$ cat config.mk
export PLATFORM = sky130hd
export DESIGN_NAME = transmit_drive_monitor
export DESIGN_NICKNAME = d
export VERILOG_FILES = /design/src/rtl/drive_monitor_pkg.sv /design/src/rtl/transmit_drive_monitor.sv
export VERILOG_INCLUDE_DIRS = /design/src /design/src/rtl
export SDC_FILE = /design/constraint.sdc
export NUM_CORES = 1
export LEC_CHECK = 0
export BUFFER_PORTS_ARGS = -buffer_cell sky130_fd_sc_hd__buf_4
export CAP_MARGIN = 20
export CORE_MARGIN = 1
export CORE_UTILIZATION = 45
export DETAILED_ROUTE_END_ITERATION = 16
export GPL_TIMING_DRIVEN = 0
export HOLD_SLACK_MARGIN = 0.15
export PLACE_DENSITY_LB_ADDON = 0.3
export SYNTH_ARGS = -nofsm -noshare
export SYNTH_HDL_FRONTEND = slang
export SYNTH_SLANG_ARGS = --single-unit
$ cat constraint.sdc
create_clock -name aclk -period 3.8 [get_ports aclk]
set_input_delay 0.76 -clock aclk [delete_from_list [all_inputs] [get_ports aclk]]
set_output_delay 0.76 -clock aclk [all_outputs]
set_load 0.05 [all_outputs]
$ cat src/rtl/drive_monitor_map.svh
// Register indices, field positions, reset values and timing counts of the drive monitor.
// Assumes the includer imports nothing from it but macros; no logic lives here.
`ifndef DRIVE_MONITOR_MAP_SVH
`define DRIVE_MONITOR_MAP_SVH

// Register indices; the byte address on the bus is four times the index.
`define IDX_IRQ_FLAGS     16'h1302
`define IDX_ALARM_STATE   16'h1303
`define IDX_TX_CONTROL    16'h1304
`define IDX_IRQ_MASK      16'h1305

// Field positions.
`define BIT_DRIVE_CHANGE  0
`define BIT_DRIVE_FAULT   0
`define BIT_BUILD_OUT     0
`define BIT_SEND_ONES     2
`define BIT_INTERNAL_MON  5

// Reset values.
`define RST_TX_CONTROL    8'h00
`define RST_IRQ_MASK      8'h01

// Timing: clock period and line bit period, both in ns, and the divider derived from them.
`define CLK_PERIOD_NS     20
`define BIT_PERIOD_NS     20
`define BIT_DIV           (`BIT_PERIOD_NS / `CLK_PERIOD_NS)
`define SILENT_BITS       128

// Bus responses.
`define RESP_OKAY         2'b00
`define RESP_SLVERR       2'b10

`endif

$ cat src/rtl/drive_monitor_pkg.sv
// Types shared by the transmit drive monitor.
// Assumes drive_monitor_map.svh provides all numeric constants.
package drive_monitor_pkg;

    // Software-written transmit control fields.
    typedef struct packed {
        logic internal_mon;
        logic send_all_ones;
        logic build_out_disable;
    } tx_ctrl_t;

    // One bipolar line sample: positive and negative rail.
    typedef struct packed {
        logic pos;
        logic neg;
    } bipolar_t;

    // Drive monitor condition.
    typedef enum logic {
        LINE_ACTIVE,
        LINE_SILENT
    } mon_state_t;

endpackage : drive_monitor_pkg

$ cat src/rtl/transmit_drive_monitor.sv
// Transmit drive monitor with its AXI4-Lite register slave and change interrupt.
// Assumes one 50 MHz clock, synchronous active-low reset, and asynchronous line inputs.
// Function
// - In external mode the monitor watches the two monitor input pins for bipolar pulses.
// - While pulses keep arriving the drive-fault bit 0 of the alarm register stays zero.
// - After about 128 bit periods with no pulse at all the drive fault is declared.
// - Declaring the drive fault sets bit 0 of the alarm register to one.
// - While mask bit 0 of the interrupt mask register is set, every drive-fault change raises the interrupt by pulling the active-low request low.
// - Every drive-fault change sets change flag bit 0 of the interrupt flag register.
// - A declared drive fault clears as soon as one bipolar pulse is seen.
// - Clearing the fault returns alarm bit 0 to zero and raises the change interrupt again while mask bit 0 is set.
// - With bit 5 set the monitor watches the transmit output pads instead of the pins.
`timescale 1ns/10ps

`include "drive_monitor_map.svh"

module transmit_drive_monitor
    import drive_monitor_pkg::*;
(
    // Clock and reset
    input  wire logic        aclk,
    input  wire logic        aresetn,
    // AXI4-Lite write address
    input  wire logic [15:0] s_axi_awaddr,
    input  wire logic [2:0]  s_axi_awprot,
    input  wire logic        s_axi_awvalid,
    output logic             s_axi_awready,
    // AXI4-Lite write data
    input  wire logic [31:0] s_axi_wdata,
    input  wire logic [3:0]  s_axi_wstrb,
    input  wire logic        s_axi_wvalid,
    output logic             s_axi_wready,
    // AXI4-Lite write response
    output logic [1:0]       s_axi_bresp,
    output logic             s_axi_bvalid,
    input  wire logic        s_axi_bready,
    // AXI4-Lite read address
    input  wire logic [15:0] s_axi_araddr,
    input  wire logic [2:0]  s_axi_arprot,
    input  wire logic        s_axi_arvalid,
    output logic             s_axi_arready,
    // AXI4-Lite read data
    output logic [31:0]      s_axi_rdata,
    output logic [1:0]       s_axi_rresp,
    output logic             s_axi_rvalid,
    input  wire logic        s_axi_rready,
    // Monitor input pins, looped from the transmit line
    input  wire logic        monitor_pos_in,
    input  wire logic        monitor_neg_in,
    // Sense of the transmit output pads
    input  wire logic        line_out_pos,
    input  wire logic        line_out_neg,
    // Transmitter controls
    output logic             build_out_disable,
    output logic             send_all_ones,
    // Status and interrupt
    output logic             drive_fault,
    output logic             irq_n
);

    localparam logic [7:0] BIT_DIV_LAST   = 8'(`BIT_DIV - 1);
    localparam logic [7:0] SILENT_LAST    = 8'(`SILENT_BITS - 1);
    // Reset words live in parameters so that single fields can be selected from them.
    localparam logic [7:0] TX_CTRL_RST    = `RST_TX_CONTROL;
    localparam logic [7:0] IRQ_MASK_RST   = `RST_IRQ_MASK;

    // Address decode, shared by the read and write paths.
    function automatic logic [15:0] reg_index(input logic [15:0] addr);
        reg_index = {2'b00, addr[15:2]};
    endfunction : reg_index

    function automatic logic is_mapped(input logic [15:0] addr);
        logic [15:0] idx;
        idx = reg_index(addr);
        is_mapped = (addr[1:0] == 2'b00) &&
                    (idx == `IDX_IRQ_FLAGS || idx == `IDX_ALARM_STATE ||
                     idx == `IDX_TX_CONTROL || idx == `IDX_IRQ_MASK);
    endfunction : is_mapped

    // Input synchronisers: pads on the high pair, monitor pins on the low.
    logic [3:0] line_raw;
    logic [3:0] sync1_q;
    logic [3:0] sync2_q;

    assign line_raw = {line_out_pos, line_out_neg, monitor_pos_in, monitor_neg_in};

    always_ff @(posedge aclk) begin
        if (!aresetn) begin
            sync1_q <= 4'h0;
            sync2_q <= 4'h0;
        end else begin
            sync1_q <= line_raw;
            sync2_q <= sync1_q;
        end
    end

    // Register state.
    tx_ctrl_t   ctrl_q, ctrl_d;
    logic       mask_q, mask_d;
    logic       flag_q, flag_d;

    // Source selection and bipolar pulse detection.
    bipolar_t   watched;
    logic       pulse_now;

    always_comb begin
        if (ctrl_q.internal_mon) begin
            watched = '{pos: sync2_q[3], neg: sync2_q[2]};
        end else begin
            watched = '{pos: sync2_q[1], neg: sync2_q[0]};
        end
        pulse_now = watched.pos | watched.neg;
    end

    // Bit-period enable from a divider of the system clock.
    logic [7:0] div_q, div_d;
    logic       bit_en;

    always_comb begin
        bit_en = (div_q == BIT_DIV_LAST);
        div_d  = bit_en ? 8'h00 : div_q + 8'h01;
    end

    always_ff @(posedge aclk) begin
        if (!aresetn) begin
            div_q <= 8'h00;
        end else begin
            div_q <= div_d;
        end
    end

    // Silence counter and fault state.
    mon_state_t state_q, state_d;
    logic [7:0] silent_q, silent_d;
    logic       seen_q, seen_d;
    logic       mode_write;
    logic       change;

    always_comb begin
        state_d  = state_q;
        silent_d = silent_q;
        seen_d   = seen_q | pulse_now;
        change   = 1'b0;
        if (mode_write) begin
            // A source change restarts the count so the old source cannot leak in.
            silent_d = 8'h00;
            seen_d   = 1'b0;
        end else if (bit_en) begin
            seen_d = 1'b0;
            if (seen_q || pulse_now) begin
                silent_d = 8'h00;
            end else if (silent_q != SILENT_LAST) begin
                silent_d = silent_q + 8'h01;
            end
        end
        unique case (state_q)
            LINE_ACTIVE: begin
                if (!mode_write && bit_en && !seen_q && !pulse_now &&
                    silent_q == SILENT_LAST) begin
                    state_d = LINE_SILENT;
                    change  = 1'b1;
                end
            end
            LINE_SILENT: begin
                if (pulse_now) begin
                    state_d  = LINE_ACTIVE;
                    silent_d = 8'h00;
                    change   = 1'b1;
                end
            end
        endcase
    end

    always_ff @(posedge aclk) begin
        if (!aresetn) begin
            state_q  <= LINE_ACTIVE;
            silent_q <= 8'h00;
            seen_q   <= 1'b0;
        end else begin
            state_q  <= state_d;
            silent_q <= silent_d;
            seen_q   <= seen_d;
        end
    end

    assign drive_fault = (state_q == LINE_SILENT);

    // AXI4-Lite write channel: address and data taken in either order.
    logic        aw_held_q, aw_held_d;
    logic [15:0] awaddr_q, awaddr_d;
    logic        w_held_q, w_held_d;
    logic [31:0] wdata_q, wdata_d;
    logic [3:0]  wstrb_q, wstrb_d;
    logic        bvalid_q, bvalid_d;
    logic [1:0]  bresp_q, bresp_d;
    logic        do_write;
    logic        wr_low;
    logic [15:0] wr_idx;

    assign s_axi_awready = !aw_held_q && !bvalid_q;
    assign s_axi_wready  = !w_held_q && !bvalid_q;
    assign do_write      = aw_held_q && w_held_q && !bvalid_q;
    assign wr_idx        = reg_index(awaddr_q);
    assign wr_low        = do_write && is_mapped(awaddr_q) && wstrb_q[0];

    always_comb begin
        aw_held_d = aw_held_q;
        awaddr_d  = awaddr_q;
        w_held_d  = w_held_q;
        wdata_d   = wdata_q;
        wstrb_d   = wstrb_q;
        bvalid_d  = bvalid_q;
        bresp_d   = bresp_q;
        if (s_axi_awvalid && s_axi_awready) begin
            aw_held_d = 1'b1;
            awaddr_d  = s_axi_awaddr;
        end
        if (s_axi_wvalid && s_axi_wready) begin
            w_held_d = 1'b1;
            wdata_d  = s_axi_wdata;
            wstrb_d  = s_axi_wstrb;
        end
        if (do_write) begin
            aw_held_d = 1'b0;
            w_held_d  = 1'b0;
            bvalid_d  = 1'b1;
            bresp_d   = is_mapped(awaddr_q) ? `RESP_OKAY : `RESP_SLVERR;
        end else if (bvalid_q && s_axi_bready) begin
            bvalid_d = 1'b0;
        end
    end

    always_ff @(posedge aclk) begin
        if (!aresetn) begin
            aw_held_q <= 1'b0;
            awaddr_q  <= 16'h0000;
            w_held_q  <= 1'b0;
            wdata_q   <= 32'h0000_0000;
            wstrb_q   <= 4'h0;
            bvalid_q  <= 1'b0;
            bresp_q   <= `RESP_OKAY;
        end else begin
            aw_held_q <= aw_held_d;
            awaddr_q  <= awaddr_d;
            w_held_q  <= w_held_d;
            wdata_q   <= wdata_d;
            wstrb_q   <= wstrb_d;
            bvalid_q  <= bvalid_d;
            bresp_q   <= bresp_d;
        end
    end

    assign s_axi_bvalid = bvalid_q;
    assign s_axi_bresp  = bresp_q;

    // AXI4-Lite read channel: one read under way, answer on the next edge.
    logic        rvalid_q, rvalid_d;
    logic [31:0] rdata_q, rdata_d;
    logic [1:0]  rresp_q, rresp_d;
    logic        rd_take;
    logic        rd_flags;
    logic [15:0] rd_idx;

    assign s_axi_arready = !rvalid_q;
    assign rd_take       = s_axi_arvalid && s_axi_arready;
    assign rd_idx        = reg_index(s_axi_araddr);
    assign rd_flags      = rd_take && is_mapped(s_axi_araddr) && rd_idx == `IDX_IRQ_FLAGS;

    always_comb begin
        rvalid_d = rvalid_q;
        rdata_d  = rdata_q;
        rresp_d  = rresp_q;
        if (rd_take) begin
            rvalid_d = 1'b1;
            rdata_d  = 32'h0000_0000;
            rresp_d  = is_mapped(s_axi_araddr) ? `RESP_OKAY : `RESP_SLVERR;
            if (is_mapped(s_axi_araddr)) begin
                unique case (rd_idx)
                    `IDX_IRQ_FLAGS:   rdata_d[`BIT_DRIVE_CHANGE] = flag_q;
                    `IDX_ALARM_STATE: rdata_d[`BIT_DRIVE_FAULT]  = drive_fault;
                    `IDX_TX_CONTROL: begin
                        rdata_d[`BIT_INTERNAL_MON] = ctrl_q.internal_mon;
                        rdata_d[`BIT_SEND_ONES]    = ctrl_q.send_all_ones;
                        rdata_d[`BIT_BUILD_OUT]    = ctrl_q.build_out_disable;
                    end
                    default:          rdata_d[`BIT_DRIVE_CHANGE] = mask_q;
                endcase
            end
        end else if (rvalid_q && s_axi_rready) begin
            rvalid_d = 1'b0;
        end
    end

    always_ff @(posedge aclk) begin
        if (!aresetn) begin
            rvalid_q <= 1'b0;
            rdata_q  <= 32'h0000_0000;
            rresp_q  <= `RESP_OKAY;
        end else begin
            rvalid_q <= rvalid_d;
            rdata_q  <= rdata_d;
            rresp_q  <= rresp_d;
        end
    end

    assign s_axi_rvalid = rvalid_q;
    assign s_axi_rdata  = rdata_q;
    assign s_axi_rresp  = rresp_q;

    // Control, mask and change flag registers.
    assign mode_write = wr_low && wr_idx == `IDX_TX_CONTROL &&
                        wdata_q[`BIT_INTERNAL_MON] != ctrl_q.internal_mon;

    always_comb begin
        ctrl_d = ctrl_q;
        mask_d = mask_q;
        flag_d = flag_q;
        if (wr_low && wr_idx == `IDX_TX_CONTROL) begin
            ctrl_d.internal_mon      = wdata_q[`BIT_INTERNAL_MON];
            ctrl_d.send_all_ones     = wdata_q[`BIT_SEND_ONES];
            ctrl_d.build_out_disable = wdata_q[`BIT_BUILD_OUT];
        end
        if (wr_low && wr_idx == `IDX_IRQ_MASK) begin
            mask_d = wdata_q[`BIT_DRIVE_CHANGE];
        end
        if (wr_low && wr_idx == `IDX_IRQ_FLAGS && wdata_q[`BIT_DRIVE_CHANGE]) begin
            flag_d = 1'b0;
        end
        if (rd_flags) begin
            // Only the value handed back is cleared; a set in this cycle survives.
            flag_d = 1'b0;
        end
        if (change) begin
            flag_d = 1'b1;
        end
    end

    always_ff @(posedge aclk) begin
        if (!aresetn) begin
            ctrl_q <= tx_ctrl_t'({TX_CTRL_RST[`BIT_INTERNAL_MON],
                                  TX_CTRL_RST[`BIT_SEND_ONES],
                                  TX_CTRL_RST[`BIT_BUILD_OUT]});
            mask_q <= IRQ_MASK_RST[`BIT_DRIVE_CHANGE];
            flag_q <= 1'b0;
        end else begin
            ctrl_q <= ctrl_d;
            mask_q <= mask_d;
            flag_q <= flag_d;
        end
    end

    assign build_out_disable = ctrl_q.build_out_disable;
    assign send_all_ones     = ctrl_q.send_all_ones;

    // The request follows the flag and mask flops, so it never glitches on bus traffic.
    assign irq_n = !(flag_q && mask_q);

endmodule : transmit_drive_monitor

-- Word level (Yosys, flattened, before mapping)
Cells that the tools add are included.
- output and inout port bits: 45
- input bits: 85
- flip-flop bits (word level): 65
- word-level logic and storage cells: 114
- reductions and logical operators: 49
- multiplexer cells: 27
- bitwise gates (word level): 4
- equal/unequal tests: 11
- add/subtract/negate cells: 2
- operator list (kind ; number):
    $eq 14x13->1 const B ; 8
    $mux 8 ; 6
    $logic_and 1x1->1 ; 25
    $add 8x1->8 const B ; 2
    $mux 1 ; 15
    $eq 8x7->1 const B ; 1
    $logic_not 1->1 ; 8
    $logic_not 8->1 ; 1
    $ne 8x7->1 const B ; 1
    $logic_or 1x1->1 ; 7
    $mux 2 ; 3
    $logic_not 2->1 ; 2
    $pmux 1 s2 ; 2
    $reduce_bool 2->1 ; 2
    $reduce_or 2->1 ; 2
    $pmux 1 s3 ; 1
    $reduce_bool 3->1 ; 1
    $reduce_or 3->1 ; 1
    $not 1->1 ; 2
    $or 1x1->1 ; 2
    $ne 1x1->1 ; 1

-- Depth between registers and ports, before layout
Gate-level depths: netlist of run 1.
- word-level depth: 17
- mapped depth: 7
- gate-level depth less buffers: 7

-- Least setup slack after synthesis of run 1
Ideal clock, no wire load.
- kind: reg2reg
- start: register bvalid_q (netlist: s_axi_bvalid)
- end: register awaddr_q[11]
- setup slack: 1.555 ns
- stages on the path, launching flop included: 7
- library setup time: 0.070 ns
- arrival: 2.174 ns
- clock period less this slack: 2.245 ns
- data required time: 3.730 ns
- path through: dfxtp_1 nor2_1 and2_1 clkbuf_1 clkbuf_1 nand2_1 a21oi_1
- longest elaborated chain between the ends: 3
- ends and longest elaborated chain (item ; line ; RTL):
    start: declaration ; transmit_drive_monitor.sv:194 ; logic bvalid_q, bvalid_d;
    start signal: assignment ; transmit_drive_monitor.sv:248 ; bvalid_q <= bvalid_d;
    $logic_not 1->1 ; transmit_drive_monitor.sv:200 ; assign s_axi_awready = !aw_held_q && !bvalid_q;
    $logic_and 1x1->1 ; transmit_drive_monitor.sv:200 ;
    via s_axi_awready ; transmit_drive_monitor.sv:27 ; output logic s_axi_awready,
    $logic_and 1x1->1 ; transmit_drive_monitor.sv:214 ; if (s_axi_awvalid && s_axi_awready) begin
    end signal: assignment ; transmit_drive_monitor.sv:244 ; awaddr_q <= awaddr_d;
    end: declaration ; transmit_drive_monitor.sv:190 ; logic [15:0] awaddr_q, awaddr_d;
The timed path passes the listed nets, and every way through them passes these cells.
A chain may end at the register's enable or synchronous reset.

-- Worst setup path after layout of run 1
- start: register bvalid_q (netlist: s_axi_bvalid)
- end: output port s_axi_awready
- longest elaborated chain between the ends: 2
- ends and longest elaborated chain (item ; line):
    $logic_not 1->1 ; transmit_drive_monitor.sv:200
    $logic_and 1x1->1 ; transmit_drive_monitor.sv:200
    end: declaration ; transmit_drive_monitor.sv:27
No other way between the ends.

==> flow_summary_export.csv, run 1 <==
group,metric,value,unit
cts,post_cts_buffers,0,
drt,vias_per_cell,4.725,
grt,grt_max_degree,11,
logic_synthesis,synth-simple-area-share,26.71,%
grt,grt_pass1_vias,2235,
finish,area_delta_synth_final,31.77,%
finish,antennaDiodeCount,0,
power,ir_worst_vdd,0.2589,mV
floorplanning,die_w,80.83,um
power,power_leakage,1.636,nW
cts,cts_hold_buf,0,
logic_synthesis,synth_edf_count,0,
finish,final_core_util,61.87,%
floorplanning,ioPinCount,130,
cts,htreeDepth,3,
drt,wl_met2,2565,um
drt,drc,0,
setup_path,required,3.04,ns
power,power_frac_comb,15.8,%
drt,top_layer,"met4",
cts,clock_path_buffers,2,
logic_synthesis,synth_ff_type,"dfxtp_1",
cts,cts_tree,"built",
cts,cts-root-buf,"clkbuf_8",
logic_synthesis,ys_async_sr_fraction,0,%
setup_path,cp-start-kind,"flip-flop",
cts,numClockSinks,60,
logic_synthesis,synth.mux.area_fraction,3.221,%
power,p_switching,411.8,uW
drt,num_vias,2386,
timing,setup-violations-final,0,
drt,dr.pass1.iters,4,
placement,globalplace.congestion,0.7625,
timing,fin_crit_sh,51.06,%
grt,grt_first_pass_wirelength,9453,um
setup_path,end_kind,"output port",
cts,cts_resized,0,
floorplanning,die_area,6533,um2
timing,relSlewSlack,64.29,%
grt,track_usage,19.14,%
logic_synthesis,synth_area_per_cell,8.631,um2
logic_synthesis,syn_area,2796,um2
setup_path,path_max_fanout,7,
floorplanning,start_util,46.95,%
drt,wl,5690,um
cts,cts_inserted_buffers,9,
timing,clock-skew-final,0.005132,ns
timing,max_freq,515.3,MHz
finish,finalNetCount,513,
drt,drt_iter0_drc,143,
logic_synthesis,synth_top_family_by_area,"simple AND/OR/NAND/NOR gates",
timing,rsz0062_at_grt,"false",
drt,wl_met3,449,um
drt,wl_met1,2605,um
floorplanning,coreArea,5956,um2
power,p_int,1.182,mW
logic_synthesis,synth_adder_area_share,1.342,%
grt,overflow,0,
finish,drive_gt1_share,27.21,%
power,total_power,1.594,mW
setup_path,crit_arrival,1.18,ns
placement,dp.cells,489,
outcome,status,"complete, no violations",
finish,fill_cells,539,
drt,avgRoutedWirePerCell,11.27,um
timing,worstMarginPinSlew,0.5356,ns
placement,portBuffers,60,
logic_synthesis,synth-compound-area-share,11.45,%
logic_synthesis,yosys-top-cells-area,"dfxtp_1 (43%), buf_4 (8.3%), nand2_1 (6.2%)",
floorplanning,num_rows,28,
timing,setup_tns,0,ns
grt,antenna_found_initial,0,
min_path,hp-class,"reg2reg",
cts,insertion_delay,0.34,ns
timing,fin_crit,1.940,ns
power,clkPwrFrac,42.0,%
logic_synthesis,yosysWarnings,0,
logic_synthesis,ys_seq_elements,60,
logic_synthesis,synthXorXnorAreaFrac,3.445,%
setup_path,crit_type,"reg2out",
timing,maxSlewViolCount,0,
logic_synthesis,synth_top_cell_area_share,42.95,%
run,maxCapViolations,0,
logic_synthesis,synth_cell_types,52,
cts,clk_pin_slew,0.06,ns
logic_synthesis,yosysSeqAreaShare,42.95,%
drt,antenna_left,0,
timing,hold_viol_final,0,
power,power.density,432.6,nW/um2
logic_synthesis,syn_inst,324,
power,power_frac_seq,42.2,%
floorplanning,die_h,80.83,um
logic_synthesis,yosysTopAreaCell,"dfxtp_1",
power,sw_frac_of_total,25.83,%
finish,stdcell_count,505,
placement,hpwl,4341,um
## worst max-delay path: stages, from the launching register on
cell and delay, ns:
dfxtp_1 0.36, nor2_1 0.23, buf_4 0.24
## metal layers
metal	vias up	track usage (%)
li1	1243	-
met1	1049	23.11
met2	87	30.84
met3	7	6.180
met4	0	8.750
met5	-	0
## layout by cell type (no fill, tap or decap), types with 2 or more instances in the layout
cell       count
buf_4         91
dfxtp_1       60
nand2_1       46
nor2_1        38
conb_1        31
a21oi_1       27
clkbuf_1      10
and2_1        10
inv_1          9
mux2i_1        9
clkbuf_8       9
nor3_1         8
xnor2_1        7
nand3_1        5
o21ai_0        5
and3_1         4
nor2b_1        4
xor2_1         4
nor4_1         3
a22oi_1        3
ha_1           3
bufinv_16      3
nor4b_2        2
nand2b_1       2
nand4_2        2
nand3b_1       2
nor3b_1        2
a211oi_1       2
nand4_1        2
clkinv_2       2
## power by group through the flow
stage | sequential [mW] | combinational, mW | clock, mW
2_1_floorplan | 0.691 | 0.178 | 0
3_3_place_gp | 0.685 | 0.248 | 0
3_5_place_dp | 0.687 | 0.251 | 0
4_1_cts | 0.673 | 0.252 | 0.683
5_1_grt | 0.676 | 0.274 | 0.713
6_report | 0.673 | 0.252 | 0.669
## cell families after synthesis
kind of cell / Yosys count
AND/OR/NAND/NOR: 142
flip-flops: 60
AO/OA/AOI/OAI: 49
buffers and inverters: 49
XOR/XNOR: 11
multiplexers: 9
adder cells (fa/ha/maj): 3
other: 1
## sequential cells by signal (all words and copies together), names as in the netlist, 3 cells and up
register	cells
awaddr_q	16
div_q	8
s_axi_rdata	3
silent_q	8
sync1_q	4
sync2_q	4
wdata_q	3
## synth_stat cells, types with 2 or more instances
library cell and count:
nor3b_1 2, o21ai_0 5, nor2_1 38, mux2i_1 9, inv_1 9, nor4b_2 2
nor2b_1 4, a21oi_1 27, a22oi_1 3, buf_4 31, nor4_1 3, nand4_2 2
nand3_1 5, nand2_1 46, xnor2_1 7, nand2b_1 2, a211oi_1 2, xor2_1 4
nand3b_1 2, and3_1 4, dfxtp_1 60, clkbuf_1 8, ha_1 3, nor3_1 8
and2_1 10, nand4_1 2
## final timing paths
kind,start,endpoint,slack (ns),cells past startpoint
max,s_axi_bvalid,s_axi_awready,1.86,2
min,sync1_q[2],sync2_q[2],0.43,1
max reg2reg,awaddr_q[6],silent_q[2],2.08,5
min reg2reg,sync1_q[2],sync2_q[2],0.43,1
## final cells by class
class | count | area (um2) | share of cell area (%)
Multi-Input combinational cell | 245 | 1408 | 38.20
Sequential cell | 60 | 1201 | 32.60
Timing Repair Buffer | 60 | 450.4 | 12.22
Buffer | 39 | 262.8 | 7.131
Clock buffer | 11 | 131.4 | 3.565
Clock inverter | 5 | 100.1 | 2.716
Tap cell | 75 | 93.84 | 2.547
Inverter | 10 | 37.54 | 1.019
## through the flow
stage / setup WS (ns) / hold WS [ns] / area [um2]
2_1_floorplan: 1.555 / 0.4119 / 2909
3_3_place_gp: 1.596 / 0.4246 / 3453
3_5_place_dp: 1.589 / 0.4191 / 3453
4_1_cts: 1.844 / 0.4348 / 3685
5_1_grt: 1.795 / 0.4546 / 3685
6_report: 1.860 / 0.4289 / 3685
Note: power is estimated with default switching activity, not from simulation.
==> run 2, diff against run 1 <==
--- a/config.mk
+++ b/config.mk
@@ -6,6 +6,7 @@
 export SDC_FILE = /design/constraint.sdc
 export NUM_CORES = 1
 export LEC_CHECK = 0
+export ABC_AREA = 1
 export BUFFER_PORTS_ARGS = -buffer_cell sky130_fd_sc_hd__buf_4
 export CAP_MARGIN = 20
 export CORE_MARGIN = 1
==> constraint.sdc (replaced) <==
create_clock -name aclk -period 2 [get_ports aclk]
set_input_delay 0.4 -clock aclk [delete_from_list [all_inputs] [get_ports aclk]]
set_output_delay 0.4 -clock aclk [all_outputs]
set_load 0.05 [all_outputs]
==> run 2 against run 1 <==
Net effect:
- area after synthesis grew 7.3%
- utilization decreased by 1.5 points
- die area up 7.1%
- sequential share of layout area shrank 1.4 points
- combinational power grew 100%
- non-clock buffer count is 1 lower
- clock power grew 55%
- register-to-register slack lost 1.7 ns
==> flow_summary_export.csv, run 2 <==
group,metric,value,unit
outcome,status,"complete, no violations",
setup_path,rrSetupSlack,0.38,ns
logic_synthesis,synth_edf_count,0,
logic_synthesis,ys_seq_elements,60,
timing,hold_viol_final,0,
drt,dr.pass1.iters,4,
finish,regArea,1201,um2
floorplanning,die_w,83.66,um
drt,wl_met3,489,um
setup_path,end_kind,"flip-flop",
drt,avgRoutedWirePerCell,9.808,um
grt,grt_max_degree,12,
timing,fin_crit,1.618,ns
logic_synthesis,synthMostInstantiatedCell,"nor2_1",
logic_synthesis,syn_inst,421,
timing,rsz0062_at_grt,"false",
setup_path,crit_arrival,1.83,ns
logic_synthesis,yosys-top-cells-area,"dfxtp_1 (40%), nor2_1 (11%), buf_4 (7.8%)",
floorplanning,ioPinCount,130,
placement,hpwl,4712,um
power,power.density,740.7,nW/um2
placement,globalplace.congestion,0.8475,
cts,cts_hold_buf,0,
setup_path,r2r_end,"silent_q[1]",
cts,insertion_delay,0.33,ns
finish,antennaDiodeCount,0,
grt,track_usage,18.10,%
finish,area_delta_synth_final,28.40,%
finish,largest_reg_flops,16,
drt,wl_met1,2668,um
drt,drc,0,
logic_synthesis,synth_ff_type,"dfxtp_1",
floorplanning,coreArea,6386,um2
timing,whs,0.2491,ns
drt,drt_iter0_drc,136,
min_path,min-delay-start,"monitor_pos_in",
grt,antenna_found_initial,0,
cts,clock_path_buffers,2,
finish,fill_cells,612,
cts,cts_tree,"built",
timing,max_freq,618.0,MHz
min_path,hp-class,"in2reg",
finish,finalNetCount,610,
setup_path,worstReg2RegStart,"silent_q[1]",
timing,setup-violations-final,0,
drt,vias_per_cell,4.558,
timing,setup_tns,0,ns
setup_path,max_stage_delay,0.40,ns
placement,portBuffers,60,
grt,grt_first_pass_wirelength,10220,um
timing,setup_slack,0.3820,ns
power,power_leakage,1.937,nW
setup_path,crit_slowest_cell,"dfxtp_1",
run,maxCapViolations,0,
logic_synthesis,synthTopCellsByCount,"nor2_1 (89), dfxtp_1 (60), nand2_1 (60), inv_1 (56), buf_4 (31)",
drt,wl,5924,um
setup_path,worstPathCellList,"ha_1, nand2_2, nor3_4, nand3_2, or2_2, o211ai_1, a21oi_1",
floorplanning,start_util,46.98,%
logic_synthesis,yosysSeqAreaShare,40.03,%
setup_path,path_buf_inv,0,
grt,overflow,0,
cts,htreeDepth,3,
cts,numClockSinks,60,
setup_path,reg2regPathDepth,7,
timing,clock-skew-final,0.01037,ns
min_path,hold_path_depth,3,
timing,fin_crit_sh,80.90,%
logic_synthesis,synth_cell_types,33,
cts,cts_inserted_buffers,9,
logic_synthesis,synth_top_cell_area_share,40.03,%
power,ir_worst_vdd,0.4935,mV
logic_synthesis,synth_area_per_cell,7.127,um2
logic_synthesis,yosysTopAreaCell,"dfxtp_1",
finish,final_cell_mix,"buf_4 (91), nor2_1 (89), nand2_1 (60), dfxtp_1 (60), inv_1 (56)",
drt,top_layer,"met4",
drt,num_vias,2753,
finish,final_common_cell,"buf_4",
setup_path,crit_type,"reg2reg",
finish,top_regs,"awaddr_q (16), div_q (8), silent_q (8)",
setup_path,crit_family,"simple AND/OR/NAND/NOR gates",
setup_path,required,2.22,ns
drt,antenna_left,0,
finish,drive_gt1_share,24.29,%
finish,final_core_util,60.33,%
min_path,hold_end,"sync1_q[1]",
setup_path,cp-start-kind,"flip-flop",
drt,wl_met2,2675,um
cts,post_cts_buffers,0,
floorplanning,die_area,6998,um2
floorplanning,num_rows,29,
finish,multi_input_area,1434,um2
cts,cts_resized,0,
cts,clk_pin_slew,0.07,ns
placement,post-place-ws,0.3858,ns
logic_synthesis,ys_async_sr_fraction,0,%
floorplanning,die_h,83.66,um
cts,cts-root-buf,"clkbuf_8",
grt,grt_pass1_vias,2418,
logic_synthesis,syn_area,3000,um2
timing,maxSlewViolCount,0,
logic_synthesis,yosysWarnings,0,
setup_path,path_max_fanout,5,
finish,regMostFlops,"awaddr_q",
-- run 2: cell count changes in the layout (fill, tap and decap cells not counted), moves of 10 or more --
| cell | previous run | this run |
|---|---|---|
| nor2_1 | 38 | 89 |
| o21ai_0 | 5 | 28 |
| and2_1 | 10 | 0 |
| nand3_1 | 5 | 21 |
| inv_1 | 9 | 56 |
| nand2_1 | 46 | 60 |
-- run 2: final cells by class --
class | count | share of cell area, %
multi-input cells | 295 | 37.22
flip-flops and latches | 60 | 31.18
repair buffers | 60 | 11.69
plain buffers | 38 | 6.755
inverters | 58 | 5.651
clock buffers | 10 | 3.313
well taps | 77 | 2.501
clock inverters | 6 | 1.689
-- run 2: layer usage --
metal | GRT usage [%] | vias up
met5 | 0 | -
met4 | 8.012 | 0
met3 | 5.836 | 8
met2 | 30.01 | 93
met1 | 21.33 | 1185
li1 | - | 1467
-- run 2: how the worst max path moves through the flow --
stage                      start            to  slack, ns  cells past startpoint
finish               silent_q[1]   silent_q[1]       0.38                      7
global route         silent_q[1]   silent_q[2]       0.23                      9
global placement         aresetn        mask_q       0.40                      4
CTS                  silent_q[1]   silent_q[1]       0.38                      7
detailed placement   silent_q[1]   silent_q[1]       0.39                      7
floorplan           s_axi_bvalid  awaddr_q[10]       0.01                      5
-- run 2: stage by stage --
stage,power (mW),area [um2],cells
after detailed placement,1.839,3660,588
final,2.853,3852,604
after floorplan,1.699,3113,451
after CTS,2.877,3852,604
after global routing,3.003,3852,604
after global placement,1.828,3660,588
-- run 2: cell families (layout without fill, tap and decap cells) --
kind of cell               Yosys count  in the layout  synth area share (%)
and+or+nand+nor                    198            198                 30.48
buffers and inverters               96            172                 15.93
DFF                                 60             60                 40.03
AOI/OAI and AO/OA                   56             56                 10.13
xor gates and xnor gates             7              7                 2.043
adders and majority gates            3              3                 1.251
other                                1             31                0.1250
-- run 2: report_power, final --
| part | switching [mW] | internal [mW] | leakage, nW |
|---|---|---|---|
| Clock | 0.466 | 0.575 | 0.0962 |
| Sequential | 0.0400 | 1.26 | 0.491 |
| Combinational | 0.334 | 0.182 | 1.35 |
| Total | 0.839 | 2.01 | 1.94 |
-- run 2: tightest hold or removal path: stages --
cell and delay (ns):
buf_4 0.07, nand2_1 0.04, inv_1 0.04
==> run 3, diff against run 2 <==
==> constraint.sdc (replaced) <==
create_clock -name aclk -period 1.65 [get_ports aclk]
set_input_delay 0.33 -clock aclk [delete_from_list [all_inputs] [get_ports aclk]]
set_output_delay 0.33 -clock aclk [all_outputs]
set_load 0.05 [all_outputs]
==> run 3 against run 2 <==
Net effect:
- sequential power grew 22%
- final cell count grew 0.33%
- setup slack lost 0.24 ns
- critical path depth is the same
- wire length grew 1.1%
- flip-flop and latch count is the same
- register-to-register slack lost 0.24 ns
- combinational power grew 22%
- largest power group unchanged
- die area is the same
==> flow_summary_export.csv, run 3 (same netlist as run 2, synthesis figures left out) <==
group,metric,value,unit
setup_path,crit_family,"simple AND/OR/NAND/NOR gates",
cts,insertion_delay,0.34,ns
timing,maxSlewViolCount,0,
cts,cts_tree,"built",
power,total_power,3.471,mW
placement,globalplace.congestion,0.8336,
timing,worstMarginPinSlew,0.5095,ns
timing,fin_crit,1.504,ns
drt,drc,0,
min_path,hold_path_depth,3,
cts,numClockSinks,60,
drt,wl,5992,um
timing,setup-violations-final,0,
grt,overflow,0,
setup_path,required,1.88,ns
timing,rsz0062_at_grt,"false",
cts,clock_path_buffers,2,
finish,final_common_cell,"buf_4",
timing,setup_tns,0,ns
placement,portBuffers,60,
finish,finalNetCount,613,
power,power_leakage,1.946,nW
floorplanning,ioPinCount,130,
finish,fill_cells,621,
timing,max_freq,664.8,MHz
floorplanning,die_w,83.66,um
drt,dr.pass1.iters,4,
grt,grt_first_pass_wirelength,10210,um
floorplanning,coreArea,6386,um2
setup_path,path_max_fanout,5,
run,maxCapViolations,0,
placement,hpwl,4679,um
setup_path,cp-start-kind,"flip-flop",
cts,htreeDepth,3,
finish,multi_input_area,1449,um2
finish,top_regs,"awaddr_q (16), div_q (8), silent_q (8)",
setup_path,cp.depth,7,
min_path,hp-class,"in2reg",
finish,drive_gt1_share,25.90,%
timing,fin_crit_sh,91.16,%
finish,regArea,1205,um2
power,ir_worst_vdd,0.6714,mV
timing,relSlewSlack,66.03,%
placement,dpl_cell_area,3675,um2
cts,cts_hold_buf,0,
grt,track_usage,18.20,%
floorplanning,start_util,46.98,%
drt,vias_per_cell,4.490,
drt,num_vias,2721,
floorplanning,die_h,83.66,um
drt,drt_iter0_drc,105,
outcome,status,"complete, no violations",
finish,fin_area,3889,um2
finish,antennaDiodeCount,0,
finish,largest_reg_flops,16,
setup_path,path_buf_inv,0,
drt,antenna_left,0,
finish,final_cell_mix,"buf_4 (94), nor2_1 (87), nand2_1 (59), dfxtp_1 (57), inv_1 (54)",
setup_path,end_kind,"flip-flop",
cts,clk_pin_slew,0.06,ns
setup_path,reg2regPathDepth,7,
setup_path,crit_arrival,1.73,ns
power,power.density,892.7,nW/um2
floorplanning,die_area,6998,um2
grt,grt_pass1_vias,2467,
floorplanning,num_rows,29,
setup_path,max_stage_delay,0.35,ns
grt,grt_max_degree,11,
finish,regMostFlops,"awaddr_q",
finish,area_delta_synth_final,29.61,%
cts,cts_inserted_buffers,9,
cts,cts-root-buf,"clkbuf_8",
timing,clock-skew-final,0.006134,ns
timing,hold_viol_final,0,
grt,antenna_found_initial,0,
setup_path,worstPathCellList,"ha_2, nand2_2, nor3_4, nand3_2, or2_2, o211ai_1, a21oi_1",
setup_path,crit_slowest_cell,"dfxtp_2",
setup_path,crit_type,"reg2reg",
drt,avgRoutedWirePerCell,9.888,um
-- run 3: where the power goes --
group,internal (mW),switching (mW),leakage [nW]
logic,0.225,0.405,1.36
registers,1.53,0.0511,0.492
clock network,0.729,0.536,0.0935
-- run 3: layout make-up --
cell class                 count  area share (%)
tap                           77           2.477
inverter                      58           5.695
sequential                    60           30.98
buffer                        38           6.692
clock inverter                 2          0.9009
multi-input combinational    295           37.26
clock buffer                  13           3.829
timing repair buffer          63           12.16
-- run 3: worst reg2reg max path, cell delays in order (launching register included) --
cell      delay [ns]
dfxtp_2         0.35
ha_2            0.18
nand2_2         0.07
nor3_4          0.14
nand3_2         0.16
or2_2           0.31
o211ai_1        0.10
a21oi_1         0.08
-- run 3: metrics by stage --
step	hold slack (ns)	cells	utilization [%]	setup slack [ns]
after floorplan	0.3905	451	-	0.03116
after global placement	0.3957	588	57.54	0.1098
after detailed placement	0.4058	588	57.54	0.06394
after CTS	0.1650	603	60.42	0.05990
after global routing	0.1794	606	60.89	0.02605
final	0.1696	606	60.89	0.1459
-- run 3: timing repair --
action / in CTS / in global routing
buffers inserted: 0 / 3
resized for setup: 0 / 5
setup endpoints to repair: 0 / 10
-- run 3: final timing paths --
path | slack, ns | start | end
worst max-delay path | 0.15 | silent_q[0] | silent_q[1]
worst min-delay path | 0.17 | line_out_neg | sync1_q[2]
worst max register to register | 0.15 | silent_q[0] | silent_q[1]
worst min register to register | 0.41 | sync1_q[0] | sync2_q[0]
-- run 3: metal layers --
metal | GRT usage, % | wire length [um] | part of all wire (%) | vias up
li1 | - | - | - | 1457
met1 | 21.53 | 2701 | 45 | 1150
met2 | 29.71 | 2628 | 44 | 101
met3 | 5.242 | 525 | 8.8 | 13
met4 | 9.861 | 137 | 2.3 | 0
met5 | 0 | 0 | 0 | -
